### config.mk
export PLATFORM = sky130hd
export DESIGN_NAME = pchd_responder
export DESIGN_NICKNAME = d
export VERILOG_FILES = /design/src/shared/pchd_pkg.sv /design/src/hdl/pchd_responder.sv
export SDC_FILE = /design/constraint.sdc
export NUM_CORES = 1
export LEC_CHECK = 0
export ABC_AREA = 1
export ABC_CLOCK_PERIOD_IN_PS = 5790
export BUFFER_PORTS_ARGS = -buffer_cell sky130_fd_sc_hd__buf_4
export CAP_MARGIN = 15
export CORE_AREA = 2 2 171 173
export CTS_CLUSTER_SIZE = 40
export DETAILED_ROUTE_END_ITERATION = 12
export DIE_AREA = 0 0 173 175
export PLACE_DENSITY = 0.7
export SYNTH_ARGS = -nofsm -noshare
export SYNTH_HDL_FRONTEND = slang
export SYNTH_SLANG_ARGS = --single-unit
### constraint.sdc
create_clock -name core_clk_i -period 5.79 [get_ports core_clk_i]
set_clock_uncertainty 0.15 [all_clocks]
set_input_delay 0.2895 -clock core_clk_i [delete_from_list [all_inputs] [get_ports core_clk_i]]
set_output_delay 0.2895 -clock core_clk_i [all_outputs]
set_load 0.005 [all_outputs]
### src/shared/pchd_pkg.sv
// Shared constants and carriers for the parameter channel responder.
// Assumes a parameter store that answers a lookup combinationally, in the same cycle the number is presented.
package pchd_pkg;
    localparam int unsigned PCHD_ID_LSB = 12;
    localparam int unsigned PCHD_ID_MSB = 15;
    localparam int unsigned PCHD_PNU_MSB = 10;
    localparam int unsigned PCHD_SUB_LSB = 8;
    localparam logic [10:0] PCHD_PNU_SPAN = 11'h07d0;
    localparam logic [15:0] PCHD_PNUM_RESET = 16'h0000;

    localparam logic [3:0] PCHD_REQ_NONE = 4'h0;
    localparam logic [3:0] PCHD_REQ_RD = 4'h1;
    localparam logic [3:0] PCHD_REQ_WR_W = 4'h2;
    localparam logic [3:0] PCHD_REQ_WR_D = 4'h3;
    localparam logic [3:0] PCHD_REQ_DESC = 4'h4;
    localparam logic [3:0] PCHD_REQ_RD_F = 4'h6;
    localparam logic [3:0] PCHD_REQ_WR_FW = 4'h7;
    localparam logic [3:0] PCHD_REQ_WR_FD = 4'h8;
    localparam logic [3:0] PCHD_REQ_CNT = 4'h9;

    localparam logic [3:0] PCHD_RSP_NONE = 4'h0;
    localparam logic [3:0] PCHD_RSP_WORD = 4'h1;
    localparam logic [3:0] PCHD_RSP_DWORD = 4'h2;
    localparam logic [3:0] PCHD_RSP_DESC = 4'h3;
    localparam logic [3:0] PCHD_RSP_F_WORD = 4'h4;
    localparam logic [3:0] PCHD_RSP_F_DWORD = 4'h5;
    localparam logic [3:0] PCHD_RSP_COUNT = 4'h6;
    localparam logic [3:0] PCHD_RSP_ERROR = 4'h7;

    localparam logic [7:0] PCHD_ERR_NO_PARAM = 8'h00;
    localparam logic [7:0] PCHD_ERR_READ_ONLY = 8'h01;
    localparam logic [7:0] PCHD_ERR_ABS_LIMIT = 8'h02;
    localparam logic [7:0] PCHD_ERR_BAD_SUB = 8'h03;
    localparam logic [7:0] PCHD_ERR_NO_ARRAY = 8'h04;
    localparam logic [7:0] PCHD_ERR_DATA_TYPE = 8'h05;
    localparam logic [7:0] PCHD_ERR_RESET_ONLY = 8'h06;
    localparam logic [7:0] PCHD_ERR_DESC_FIXED = 8'h07;
    localparam logic [7:0] PCHD_ERR_NO_MASTER = 8'h0b;
    localparam logic [7:0] PCHD_ERR_OP_STATE = 8'h11;
    localparam logic [7:0] PCHD_ERR_INADMISSIBLE = 8'h14;
    localparam logic [7:0] PCHD_ERR_DEACTIVATED = 8'h65;
    localparam logic [7:0] PCHD_ERR_NARROW = 8'h66;
    localparam logic [7:0] PCHD_ERR_NOT_IN_SET = 8'h68;
    localparam logic [7:0] PCHD_ERR_BAD_REQ = 8'h6a;
    localparam logic [7:0] PCHD_ERR_CTRL_ON = 8'h6b;
    localparam logic [7:0] PCHD_ERR_COMMISSION = 8'h86;
    localparam logic [7:0] PCHD_ERR_KNOWHOW = 8'h87;
    localparam logic [7:0] PCHD_ERR_BELOW_CUR = 8'hc8;
    localparam logic [7:0] PCHD_ERR_ABOVE_CUR = 8'hc9;
    localparam logic [7:0] PCHD_ERR_NO_CODE = 8'hcc;

    localparam logic [7:0] PCHD_COMMISSION_LEVEL = 8'h0f;

    // Four-word channel, first word on top
    typedef struct packed {
        logic [15:0] param_id_word;
        logic [15:0] index_word;
        logic [15:0] value_hi;
        logic [15:0] value_lo;
    } pchd_chan_s;

    // Attributes of the looked-up parameter element
    typedef struct packed {
        logic exists;
        logic deactivated;
        logic is_array;
        logic [7:0] elem_count;
        logic is_dword;
        logic changeable;
        logic desc_fixed;
        logic commission_only;
        logic ctrl_locked;
        logic code_needed;
        logic state_busy;
        logic too_wide;
        logic reset_only;
        logic set_permit;
        logic value_listed;
        logic value_in_list;
        logic value_banned;
        logic [31:0] abs_lo;
        logic [31:0] abs_hi;
        logic [31:0] cur_lo;
        logic [31:0] cur_hi;
        logic [31:0] value;
        logic [31:0] desc;
    } pchd_attr_s;

    // Accepted write towards the parameter store
    typedef struct packed {
        logic [15:0] pnum;
        logic [7:0] sub;
        logic [31:0] value;
    } pchd_write_s;
endpackage

### src/hdl/pchd_responder.sv
// Parameter channel responder: checks each request, answers with a value or an error number.
// Assumes attr_i is driven combinationally by the parameter store in the same cycle that lookup_pnum_o changes.
`timescale 1ns/1ps
module pchd_responder
    import pchd_pkg::*;
(
    input wire logic core_clk_i,
    input wire logic rstn_i,
    input wire logic ce_i,
    input wire logic req_valid_i,
    input wire pchd_chan_s req_i,
    output logic req_ready_o,
    output logic [15:0] lookup_pnum_o,
    output logic [7:0] lookup_sub_o,
    input wire pchd_attr_s attr_i,
    input wire logic master_ctrl_i,
    input wire logic knowhow_lock_i,
    input wire logic [7:0] commissioning_param_i,
    output logic rsp_valid_o,
    input wire logic rsp_ready_i,
    output pchd_chan_s rsp_o,
    output logic wr_valid_o,
    output pchd_write_s wr_o
);
    typedef enum logic [1:0] {PCHD_IDLE, PCHD_LOOK, PCHD_RESP} pchd_state_e;

    // Page index to offset; bit 16 flags an unused page
    function automatic logic [16:0] pchd_page_offset(input logic [7:0] page);
        unique case (page)
            8'h00: pchd_page_offset = {1'b0, 16'h0000};
            8'h80: pchd_page_offset = {1'b0, 16'h07d0};
            8'h90: pchd_page_offset = {1'b0, 16'h1770};
            8'h20: pchd_page_offset = {1'b0, 16'h1f40};
            8'ha0: pchd_page_offset = {1'b0, 16'h2710};
            8'h50: pchd_page_offset = {1'b0, 16'h4e20};
            8'hf0: pchd_page_offset = {1'b0, 16'h7530};
            8'h74: pchd_page_offset = {1'b0, 16'hea60};
            default: pchd_page_offset = {1'b1, 16'h0000};
        endcase
    endfunction

    pchd_state_e state_r, state_nxt;
    pchd_chan_s req_r, req_nxt;
    logic page_bad_r, page_bad_nxt;
    logic [15:0] pnum_r, pnum_nxt;
    pchd_chan_s rsp_r, rsp_nxt;
    logic wr_valid_r, wr_valid_nxt;
    pchd_write_s wr_r, wr_nxt;

    logic [3:0] req_id;
    logic [7:0] req_sub;
    logic [10:0] req_pnu;
    logic [16:0] page_dec;
    logic is_read, is_write, is_field, is_known;
    logic [31:0] wval;
    logic err;
    logic [7:0] err_no;
    logic [3:0] ok_id;
    logic [31:0] ok_val;

    assign req_id = req_r.param_id_word[PCHD_ID_MSB:PCHD_ID_LSB];
    assign req_sub = req_r.index_word[15:PCHD_SUB_LSB];
    assign req_pnu = req_r.param_id_word[PCHD_PNU_MSB:0];
    assign page_dec = pchd_page_offset(req_i.index_word[7:0]);

    always_comb begin
        is_read = (req_id == PCHD_REQ_RD) || (req_id == PCHD_REQ_RD_F);
        is_write = (req_id == PCHD_REQ_WR_W) || (req_id == PCHD_REQ_WR_D)
            || (req_id == PCHD_REQ_WR_FW) || (req_id == PCHD_REQ_WR_FD);
        is_field = (req_id == PCHD_REQ_RD_F) || (req_id == PCHD_REQ_WR_FW) || (req_id == PCHD_REQ_WR_FD);
        is_known = is_read || is_write || (req_id == PCHD_REQ_DESC) || (req_id == PCHD_REQ_CNT)
            || (req_id == PCHD_REQ_NONE);
        if ((req_id == PCHD_REQ_WR_W) || (req_id == PCHD_REQ_WR_FW)) begin
            wval = {16'h0000, req_r.value_lo};
        end else begin
            wval = {req_r.value_hi, req_r.value_lo};
        end
    end

    // Single error number chosen by fixed priority
    always_comb begin
        err = 1'b1;
        err_no = PCHD_ERR_NO_PARAM;
        if (!is_known) begin
            err_no = PCHD_ERR_BAD_REQ;
        end else if (req_id == PCHD_REQ_NONE) begin
            err = 1'b0;
        end else if (knowhow_lock_i) begin
            err_no = PCHD_ERR_KNOWHOW;
        end else if (page_bad_r || !attr_i.exists) begin
            err_no = PCHD_ERR_NO_PARAM;
        end else if (attr_i.deactivated) begin
            err_no = PCHD_ERR_DEACTIVATED;
        end else if (req_sub != 8'h00 && !attr_i.is_array) begin
            err_no = PCHD_ERR_NO_ARRAY;
        end else if (attr_i.is_array && req_sub >= attr_i.elem_count) begin
            err_no = PCHD_ERR_BAD_SUB;
        end else if (is_read && attr_i.too_wide) begin
            err_no = PCHD_ERR_NARROW;
        end else if (!is_write) begin
            err = 1'b0;
        end else if (!master_ctrl_i) begin
            err_no = PCHD_ERR_NO_MASTER;
        end else if (attr_i.desc_fixed) begin
            err_no = PCHD_ERR_DESC_FIXED;
        end else if (!attr_i.changeable) begin
            err_no = PCHD_ERR_READ_ONLY;
        end else if (attr_i.commission_only && commissioning_param_i != PCHD_COMMISSION_LEVEL) begin
            err_no = PCHD_ERR_COMMISSION;
        end else if (attr_i.ctrl_locked) begin
            err_no = PCHD_ERR_CTRL_ON;
        end else if (attr_i.code_needed) begin
            err_no = PCHD_ERR_NO_CODE;
        end else if (attr_i.state_busy) begin
            err_no = PCHD_ERR_OP_STATE;
        end else if (attr_i.is_dword != ((req_id == PCHD_REQ_WR_D) || (req_id == PCHD_REQ_WR_FD))) begin
            err_no = PCHD_ERR_DATA_TYPE;
        end else if (wval < attr_i.abs_lo || wval > attr_i.abs_hi) begin
            err_no = PCHD_ERR_ABS_LIMIT;
        end else if (wval < attr_i.cur_lo) begin
            err_no = PCHD_ERR_BELOW_CUR;
        end else if (wval > attr_i.cur_hi) begin
            err_no = PCHD_ERR_ABOVE_CUR;
        end else if (attr_i.value_listed && !attr_i.value_in_list) begin
            err_no = PCHD_ERR_NOT_IN_SET;
        end else if (attr_i.value_banned) begin
            err_no = PCHD_ERR_INADMISSIBLE;
        end else if (attr_i.reset_only && !attr_i.set_permit && wval != 32'h0000_0000) begin
            err_no = PCHD_ERR_RESET_ONLY;
        end else begin
            err = 1'b0;
        end
    end

    // Positive response id and value
    always_comb begin
        ok_id = PCHD_RSP_NONE;
        ok_val = 32'h0000_0000;
        unique case (req_id)
            PCHD_REQ_RD: begin
                ok_id = attr_i.is_dword ? PCHD_RSP_DWORD : PCHD_RSP_WORD;
                ok_val = attr_i.value;
            end
            PCHD_REQ_RD_F: begin
                ok_id = attr_i.is_dword ? PCHD_RSP_F_DWORD : PCHD_RSP_F_WORD;
                ok_val = attr_i.value;
            end
            PCHD_REQ_WR_W: begin
                ok_id = PCHD_RSP_WORD;
                ok_val = wval;
            end
            PCHD_REQ_WR_D: begin
                ok_id = PCHD_RSP_DWORD;
                ok_val = wval;
            end
            PCHD_REQ_WR_FW: begin
                ok_id = PCHD_RSP_F_WORD;
                ok_val = wval;
            end
            PCHD_REQ_WR_FD: begin
                ok_id = PCHD_RSP_F_DWORD;
                ok_val = wval;
            end
            PCHD_REQ_DESC: begin
                ok_id = PCHD_RSP_DESC;
                ok_val = attr_i.desc;
            end
            PCHD_REQ_CNT: begin
                ok_id = PCHD_RSP_COUNT;
                ok_val = {24'h00_0000, attr_i.elem_count};
            end
            default: begin
                ok_id = PCHD_RSP_NONE;
                ok_val = 32'h0000_0000;
            end
        endcase
    end

    always_comb begin
        state_nxt = state_r;
        req_nxt = req_r;
        page_bad_nxt = page_bad_r;
        pnum_nxt = pnum_r;
        rsp_nxt = rsp_r;
        wr_valid_nxt = 1'b0;
        wr_nxt = wr_r;
        unique case (state_r)
            PCHD_IDLE: begin
                if (req_valid_i) begin
                    req_nxt = req_i;
                    // Field at or above span or unused page means no such parameter
                    page_bad_nxt = page_dec[16] || (req_i.param_id_word[PCHD_PNU_MSB:0] >= PCHD_PNU_SPAN);
                    pnum_nxt = page_dec[15:0] + {5'h00, req_i.param_id_word[PCHD_PNU_MSB:0]};
                    state_nxt = PCHD_LOOK;
                end
            end
            PCHD_LOOK: begin
                rsp_nxt.index_word = req_r.index_word;
                if (err) begin
                    rsp_nxt.param_id_word = {PCHD_RSP_ERROR, 1'b0, req_pnu};
                    rsp_nxt.value_hi = 16'h0000;
                    rsp_nxt.value_lo = {8'h00, err_no};
                end else begin
                    rsp_nxt.param_id_word = {ok_id, 1'b0, req_pnu};
                    rsp_nxt.value_hi = ok_val[31:16];
                    rsp_nxt.value_lo = ok_val[15:0];
                    // Store is written only when no error applies
                    wr_valid_nxt = is_write;
                    wr_nxt.pnum = pnum_r;
                    wr_nxt.sub = req_sub;
                    wr_nxt.value = wval;
                end
                state_nxt = PCHD_RESP;
            end
            PCHD_RESP: begin
                if (rsp_ready_i) begin
                    state_nxt = PCHD_IDLE;
                end
            end
        endcase
        if (is_field && 1'b0) begin
            state_nxt = state_r;
        end
    end

    always_ff @(posedge core_clk_i) begin
        if (!rstn_i) begin
            state_r <= PCHD_IDLE;
            req_r <= '0;
            page_bad_r <= 1'b0;
            pnum_r <= PCHD_PNUM_RESET;
            rsp_r <= '0;
            wr_valid_r <= 1'b0;
            wr_r <= '0;
        end else if (ce_i) begin
            state_r <= state_nxt;
            req_r <= req_nxt;
            page_bad_r <= page_bad_nxt;
            pnum_r <= pnum_nxt;
            rsp_r <= rsp_nxt;
            wr_valid_r <= wr_valid_nxt;
            wr_r <= wr_nxt;
        end
    end

    assign req_ready_o = (state_r == PCHD_IDLE);
    assign lookup_pnum_o = pnum_r;
    assign lookup_sub_o = req_sub;
    assign rsp_valid_o = (state_r == PCHD_RESP);
    assign rsp_o = rsp_r;
    assign wr_valid_o = wr_valid_r;
    assign wr_o = wr_r;
endmodule

# Yosys cells after proc, flatten, opt, wreduce, memory -nomap -nowiden

Cells that the tools add are included.

$add $sub $neg: 1
Magnitude comparators: 6
Equality and inequality tests: 21
Multiplexer cells: 59
Bitwise operators: 1
Reductions and logical operators: 35

Operators with widths:

| kind                   | count |
|---|---|
| $mux W8                | 20 |
| $pmux W17 S8           | 1 |
| $pmux W32 S4           | 1 |
| $gt A32 B32 Y1         | 2 |
| $lt A32 B32 Y1         | 2 |
| $mux W32               | 2 |
| $eq A8 B8 Y1 const B   | 4 |
| $reduce_bool A32 Y1    | 1 |
| $mux W1                | 26 |
| $pmux W3 S8            | 1 |
| $add A16 B11 Y16       | 1 |
| $eq A8 B7 Y1 const B   | 2 |
| $mux W16               | 1 |
| $logic_or A1 B1 Y1     | 13 |
| $eq A4 B3 Y1 const B   | 3 |
| $ge A11 B11 Y1 const B | 1 |
| $reduce_and A3 Y1      | 3 |
| $eq A4 B2 Y1 const B   | 2 |
| $eq A4 B4 Y1 const B   | 2 |
| $eq A8 B6 Y1 const B   | 1 |
| $ge A8 B8 Y1           | 1 |
| $logic_not A8 Y1       | 1 |
| $ne A8 B4 Y1 const B   | 1 |
| $reduce_bool A8 Y1     | 1 |
| other kinds (19)       | 30 |

Flip-flop bits (word level): 204
Output and inout port bits: 147

# Logic depth before layout (Yosys ltp)

Depth after elaboration: 30
Mapped depth: 35
Mapped depth without buffers: 33

# Worst setup path after synthesis

Ideal clock, no wire load.

Kind: register to register
From: register req_r, in the netlist req_id[1]
To: register rsp_r, in the netlist rsp_o[61]
Setup time: 116 ps
Arrival time: 3,192 ps
Required time: 5,524 ps
Setup slack: 2,332 ps
Cell stages (with the launch flop): 29
Buffers on the path: 3
Period minus slack after synthesis: 3,458 ps
Cell sequence: dfxtp_1 > buf_4 > inv_2 > nor2_2 > nand2_4 > nand2_1 > buf_2 > nor2_1 > ha_1 > nand2_1 > nor2_1 > nand4_1 > nor3_1 > nand3_1 > nor2_1 > nand2_1 > nand3_1 > nand2_1 > inv_2 > nand2_1 > o21ai_1 > nand4_1 > nand2_2 > nand2_4 > inv_4 > buf_4 > nand4_1 > o211ai_1 > inv_1

Cells in the longest elaborated chain, start to end: 29
Elaborated cells on any way between the ends: 54
Those cells by class: order compare: 4; eq/ne: 9; mux: 26; reduce/logical: 15

RTL lines:

| item                                                                   | RTL line              | source |
|---|---|---|
| from (decl)                                                            | pchd_responder.sv:43  | `pchd_chan_s req_r, req_nxt;` |
| from (signal assigned)                                                 | pchd_responder.sv:237 | `req_r <= req_nxt;` |
| $eq A4 B2 Y1 or $eq A4 B3 Y1 (tied branches)                           | pchd_responder.sv:73  | `if ((req_id == PCHD_REQ_WR_W) \|\| (req_id == PCHD_REQ_WR_FW)) begin` |
| $logic_or A1 B1 Y1 *                                                   | pchd_responder.sv:73  |  |
| $mux W32 *                                                             | pchd_responder.sv:73  |  |
| named net wval[27]                                                     | pchd_responder.sv:55  | `logic [31:0] wval;` |
| parallel branches: the longest is 7 deep, another holds $gt A32 B32 Y1 | n/a                   |  |
| $mux W1 *                                                              | pchd_responder.sv:118 | `end else if (wval < attr_i.abs_lo \|\| wval > attr_i.abs_hi) begin` |
| $mux W1 *                                                              | pchd_responder.sv:116 | `end else if (attr_i.is_dword != ((req_id == PCHD_REQ_WR_D) \|\| (req_id == PCHD_REQ_WR_FD))) begin` |
| $mux W1 *                                                              | pchd_responder.sv:114 | `end else if (attr_i.state_busy) begin` |
| [8 not listed]                                                         | n/a                   |  |
| $mux W1 *                                                              | pchd_responder.sv:96  | `end else if (attr_i.is_array && req_sub >= attr_i.elem_count) begin` |
| $mux W1 *                                                              | pchd_responder.sv:94  | `end else if (req_sub != 8'h00 && !attr_i.is_array) begin` |
| $mux W1 *                                                              | pchd_responder.sv:92  | `end else if (attr_i.deactivated) begin` |
| $mux W1 *                                                              | pchd_responder.sv:90  | `end else if (page_bad_r \|\| !attr_i.exists) begin` |
| $mux W1 *                                                              | pchd_responder.sv:88  | `end else if (knowhow_lock_i) begin` |
| $mux W1 *                                                              | pchd_responder.sv:86  | `end else if (req_id == PCHD_REQ_NONE) begin` |
| $mux W1 *                                                              | pchd_responder.sv:84  | `if (!is_known) begin` |
| $mux W16 *                                                             | pchd_responder.sv:199 | `if (err) begin` |
| to (signal assigned)                                                   | pchd_responder.sv:240 | `rsp_r <= rsp_nxt;` |
| to (decl)                                                              | pchd_responder.sv:46  | `pchd_chan_s rsp_r, rsp_nxt;` |

Mark *: on every way through the listed nets, which the timed path passes.
A chain may end at the register's enable or synchronous reset.

# Final worst setup path

From: register req_r, in the netlist req_id[1]
To: register wr_r, in the netlist wr_o[32]

Cells in the longest elaborated chain, start to end: 30
Elaborated cells on any way between the ends: 54
Those cells by class: order compare: 4; eq/ne: 9; mux: 24; bitwise: 1; reduce/logical: 16

RTL lines:

| item                                                                   | RTL line              | source |
|---|---|---|
| $eq A4 B2 Y1 or $eq A4 B3 Y1 (tied branches)                           | pchd_responder.sv:73  |  |
| $logic_or A1 B1 Y1 *                                                   | pchd_responder.sv:73  |  |
| $mux W32 *                                                             | pchd_responder.sv:73  |  |
| named net wval[31]                                                     | pchd_responder.sv:55  |  |
| parallel branches: the longest is 7 deep, another holds $gt A32 B32 Y1 | n/a                   |  |
| $mux W1 *                                                              | pchd_responder.sv:118 |  |
| $mux W1 *                                                              | pchd_responder.sv:116 |  |
| $mux W1 *                                                              | pchd_responder.sv:114 |  |
| [9 not listed]                                                         | n/a                   |  |
| $mux W1 *                                                              | pchd_responder.sv:94  |  |
| $mux W1 *                                                              | pchd_responder.sv:92  |  |
| $mux W1 *                                                              | pchd_responder.sv:90  |  |
| $mux W1 *                                                              | pchd_responder.sv:88  |  |
| $mux W1 *                                                              | pchd_responder.sv:86  |  |
| $mux W1 *                                                              | pchd_responder.sv:84  |  |
| $not A1 Y1 (no line) *                                                 | n/a                   |  |
| $reduce_and A3 Y1 (no line) *                                          | n/a                   |  |
| to (signal assigned)                                                   | pchd_responder.sv:242 | `wr_r <= wr_nxt;` |
| to (decl)                                                              | pchd_responder.sv:48  | `pchd_write_s wr_r, wr_nxt;` |

Marks and branches as above.

==> run_results.csv <==
group,metric,value,unit
clock_network,insertion_delay,0.45,ns
synth,syn_avg_cell_area,6.97,um^2
finish,syn_to_final_growth,37.6,%
die,die_x,173,um
setup_path,critPathKind,"register to register",
setup_path,cp_data_required_time,6.01,ns
timing,fin_tns_setup,0,ns
clock_network,root_buffer,"clkbuf_16",
clock_network,clk_pin_slew,0.09,ns
finish,nets,2612,
die,coreArea,28400,um^2
global_route,antenna_found_initial,3,
global_route,gr-usage-met1,36.9,%
clock_network,cts_buffers,17,
finish,drive_gt1_share,23.0,%
synth,synth_cells,1751,
global_route,grt-busiest-layer,"met2",
global_route,use_met3,5.50,%
timing,clock.fmax,0.188,GHz
setup_path,crit_path_end_kind,"register",
synth,yosysSeqAreaShare,32.3,%
synth,ys_ff_latch,197,
placed_design,gp_congestion,0.919,
timing,worst_slew_pin_slew,1.12,ns
global_route,grt_overflow_total,0,
die,die_h,175,um
power,p_leak,8.59,nW
global_route,grt_pass1_vias,13100,
die,design.portCount,442,
route,first_pass_iters,7,
hold_path,whs_endpoint,"req_r[25]",
die,rows,62,
timing,finalCritPeriodShare,91.9,%
synth,ys.flop_type,"dfxtp_1",
global_route,grt_max_degree,102,
setup_path,rr_startpoint,"req_id[1]",
setup_path,worstPathArrival,5.54,ns
die,dieArea,30300,um^2
timing,setup-violations-final,0,
hold_path,whs_path_depth,3,
route,drt_drc_violations_left,0,
hold_path,worstHoldStart,"req_i[25]",
status,outcome,"completed",
synth,async_flop_share,0,%
clock_network,cts_sinks,197,
setup_path,worstRegToRegCells,27,
synth,ys_warn_count,0,
synth,syn_area,12200,um^2
route,ant_nets,0,
setup_path,reg2reg_to,"wr_o[32]",
timing,slew_viol_final,0,
hold_path,hp-class,"input pin to register",
route,vias_per_cell,5.24,
synth,synth_edf_count,0,
clock_network,htreeDepth,4,
setup_path,critPathMaxStageDelay,0.52,ns
setup_path,start_kind,"register",
route,post_drt_wl_per_cell,18.4,um
clock_network,cts_tree,"built",
placed_design,dp_hpwl,36200,um
synth,synth_cell_types,45,
global_route,grt_pass1_wl,72100,um
global_route,grt_usage,30.4,%
route,wl,47400,um
route,drt_iter0_markers,830,
global_route,grt_use_met2,52.2,%
clock_network,cts_buffer_depth,2,
route,dr_total_vias,13500,
run,drv_cap,0,
finish,fill_cells,2691,
timing,rsz0062_at_grt,"no",
placed_design,io_buffers,438,
die,initial_core_util,43.0,%
setup_path,crit_top_cell,"nand2_1",
timing,hold_viol,0,
power,total_power,3.84,mW
setup_path,cpMaxStageDelayCell,"dfxtp_1",
power,power_density,229,nW/um^2
setup_path,reg2reg_slack,0.47,ns
setup_path,crit_fanout,50,
timing,max_slew_margin,25.3,%
power,ir_drop,0.203,mV
timing,timing.final.crit_period,5.32,ns
## where the power goes
part | switching (mW) | internal (mW) | total (mW)
Combinational | 0.566 | 0.433 | 0.999
Sequential | 0.0666 | 1.44 | 1.51
Clock | 0.709 | 0.624 | 1.33
## cells in the mapped netlist, types with 2 or more instances
library cell	instances	area, um^2
nand2_1	282	1060
a41oi_1	2	17.5
buf_2	3	15.0
nor4_1	5	31.3
o21bai_1	2	15.0
dfxtp_1	197	3940
o21a_1	3	22.5
nor2_2	4	25.0
a22oi_1	12	90.1
nor3_1	18	90.1
o2111ai_1	3	26.3
a211oi_2	2	25.0
a221oi_1	8	70.1
ha_1	138	1730
buf_1	8	30.0
o221ai_1	4	35.0
nand3_1	29	145
buf_4	26	195
o21ai_1	7	35.0
a31oi_1	3	18.8
o21ai_0	198	991
xor2_1	8	70.1
nand2_4	2	22.5
a21oi_1	258	1290
buf_6	3	33.8
nand4_1	27	169
nand2_2	2	12.5
inv_2	4	15.0
a21boi_1	2	15.0
clkbuf_1	48	180
nor2_1	130	488
a211oi_1	6	45.0
inv_1	282	1060
nand3_2	2	20.0
o211ai_1	13	97.6
## metal layers
| layer | vias to the layer above | share of wire (%) |
|---|---|---|
| met1 | 6231 | 42 |
| li1 | 6646 | - |
| met2 | 523 | 48 |
| met4 | 0 | 4.4 |
| met3 | 102 | 5.9 |
| met5 | - | 0 |
## cells in the final DEF (no fill, tap or decap), types with 18 or more instances in the layout
cell type | Yosys | routed
nor3_1 | 18 | 18
dlygate4sd3_1 | 0 | 47
nor2_1 | 130 | 128
nand2_1 | 282 | 281
ha_1 | 138 | 138
o21ai_0 | 198 | 198
nand4_1 | 27 | 27
a21oi_1 | 258 | 258
nand3_1 | 29 | 28
buf_4 | 26 | 446
dfxtp_1 | 197 | 197
inv_1 | 282 | 281
## worst max path at each step
stage                   start  cells after the start         to  slack (ns)
global placement    req_id[1]                     27   wr_o[45]        0.53
floorplan           req_id[1]                     28  rsp_o[61]        2.33
detailed placement  req_id[0]                     25   wr_o[51]        0.38
global route        req_id[0]                     25   wr_o[40]        0.02
CTS                 req_id[0]                     25   wr_o[32]        0.35
finish              req_id[1]                     27   wr_o[32]        0.47
## cells by family (layout without fill, tap and decap cells)
logic type	count (synthesis)	count (layout)	synth area share, %
AOI/OAI and AO/OA	527	527	23.1
xor gates and xnor gates	8	8	0.574
adders and majority gates	139	139	14.3
buffers and inverters	375	814	12.6
DFF	197	197	32.3
other	1	4	0.0307
and+or+nand+nor	504	504	17.1
## through the flow
stage               setup slack (ns)  util, %  cells  area, um^2  hold slack, ns
finish                         0.470     59.2   2577       16800         0.00375
global route                  0.0156     59.2   2577       16800          0.0234
CTS                            0.347     59.1   2575       16800         0.00292
detailed placement             0.377     55.1   2496       15700           0.294
global placement               0.531     55.1   2496       15700           0.290
floorplan                       2.33        -   1752       12200           0.280
## layout make-up
type	count	area, um^2	share of cell area [%]
timing repair buffer	495	3860	23.0
antenna	2	5.00	0.0298
clock inverter	15	239	1.42
tap	384	480	2.86
multi-input combinational	1180	6770	40.3
inverter	287	1080	6.45
sequential	197	3940	23.5
clock buffer	17	425	2.53
## registers in the layout, summed over array words and instances (netlist names)
| name | cells |
|---|---|
| req_id | 4 |
| page_bad_r | 1 |
| wr_o | 56 |
| state_r | 2 |
| lookup_pnum_o | 12 |
| req_r | 40 |
| wr_valid_o | 1 |
| req_pnu | 11 |
| lookup_sub_o | 8 |
| rsp_o | 62 |
## worst max-delay path: cells and delay by family (launching register included)
kind	cells	cell delay [ns]
compound gates	3	0.42
buf+inv	7	1.04
flops	1	0.52
simple gates	16	2.74
fa+ha+maj	1	0.32
## what timing repair did
| action | in CTS | in global routing |
|---|---|---|
| hold buffers | 47 | 0 |
| setup endpoints to repair | 0 | 45 |
| setup buffers | 0 | 0 |
| endpoints found under the hold margin | 47 | 0 |
| resized for setup | 0 | 4 |
Power figures use the tool's default switching activity.
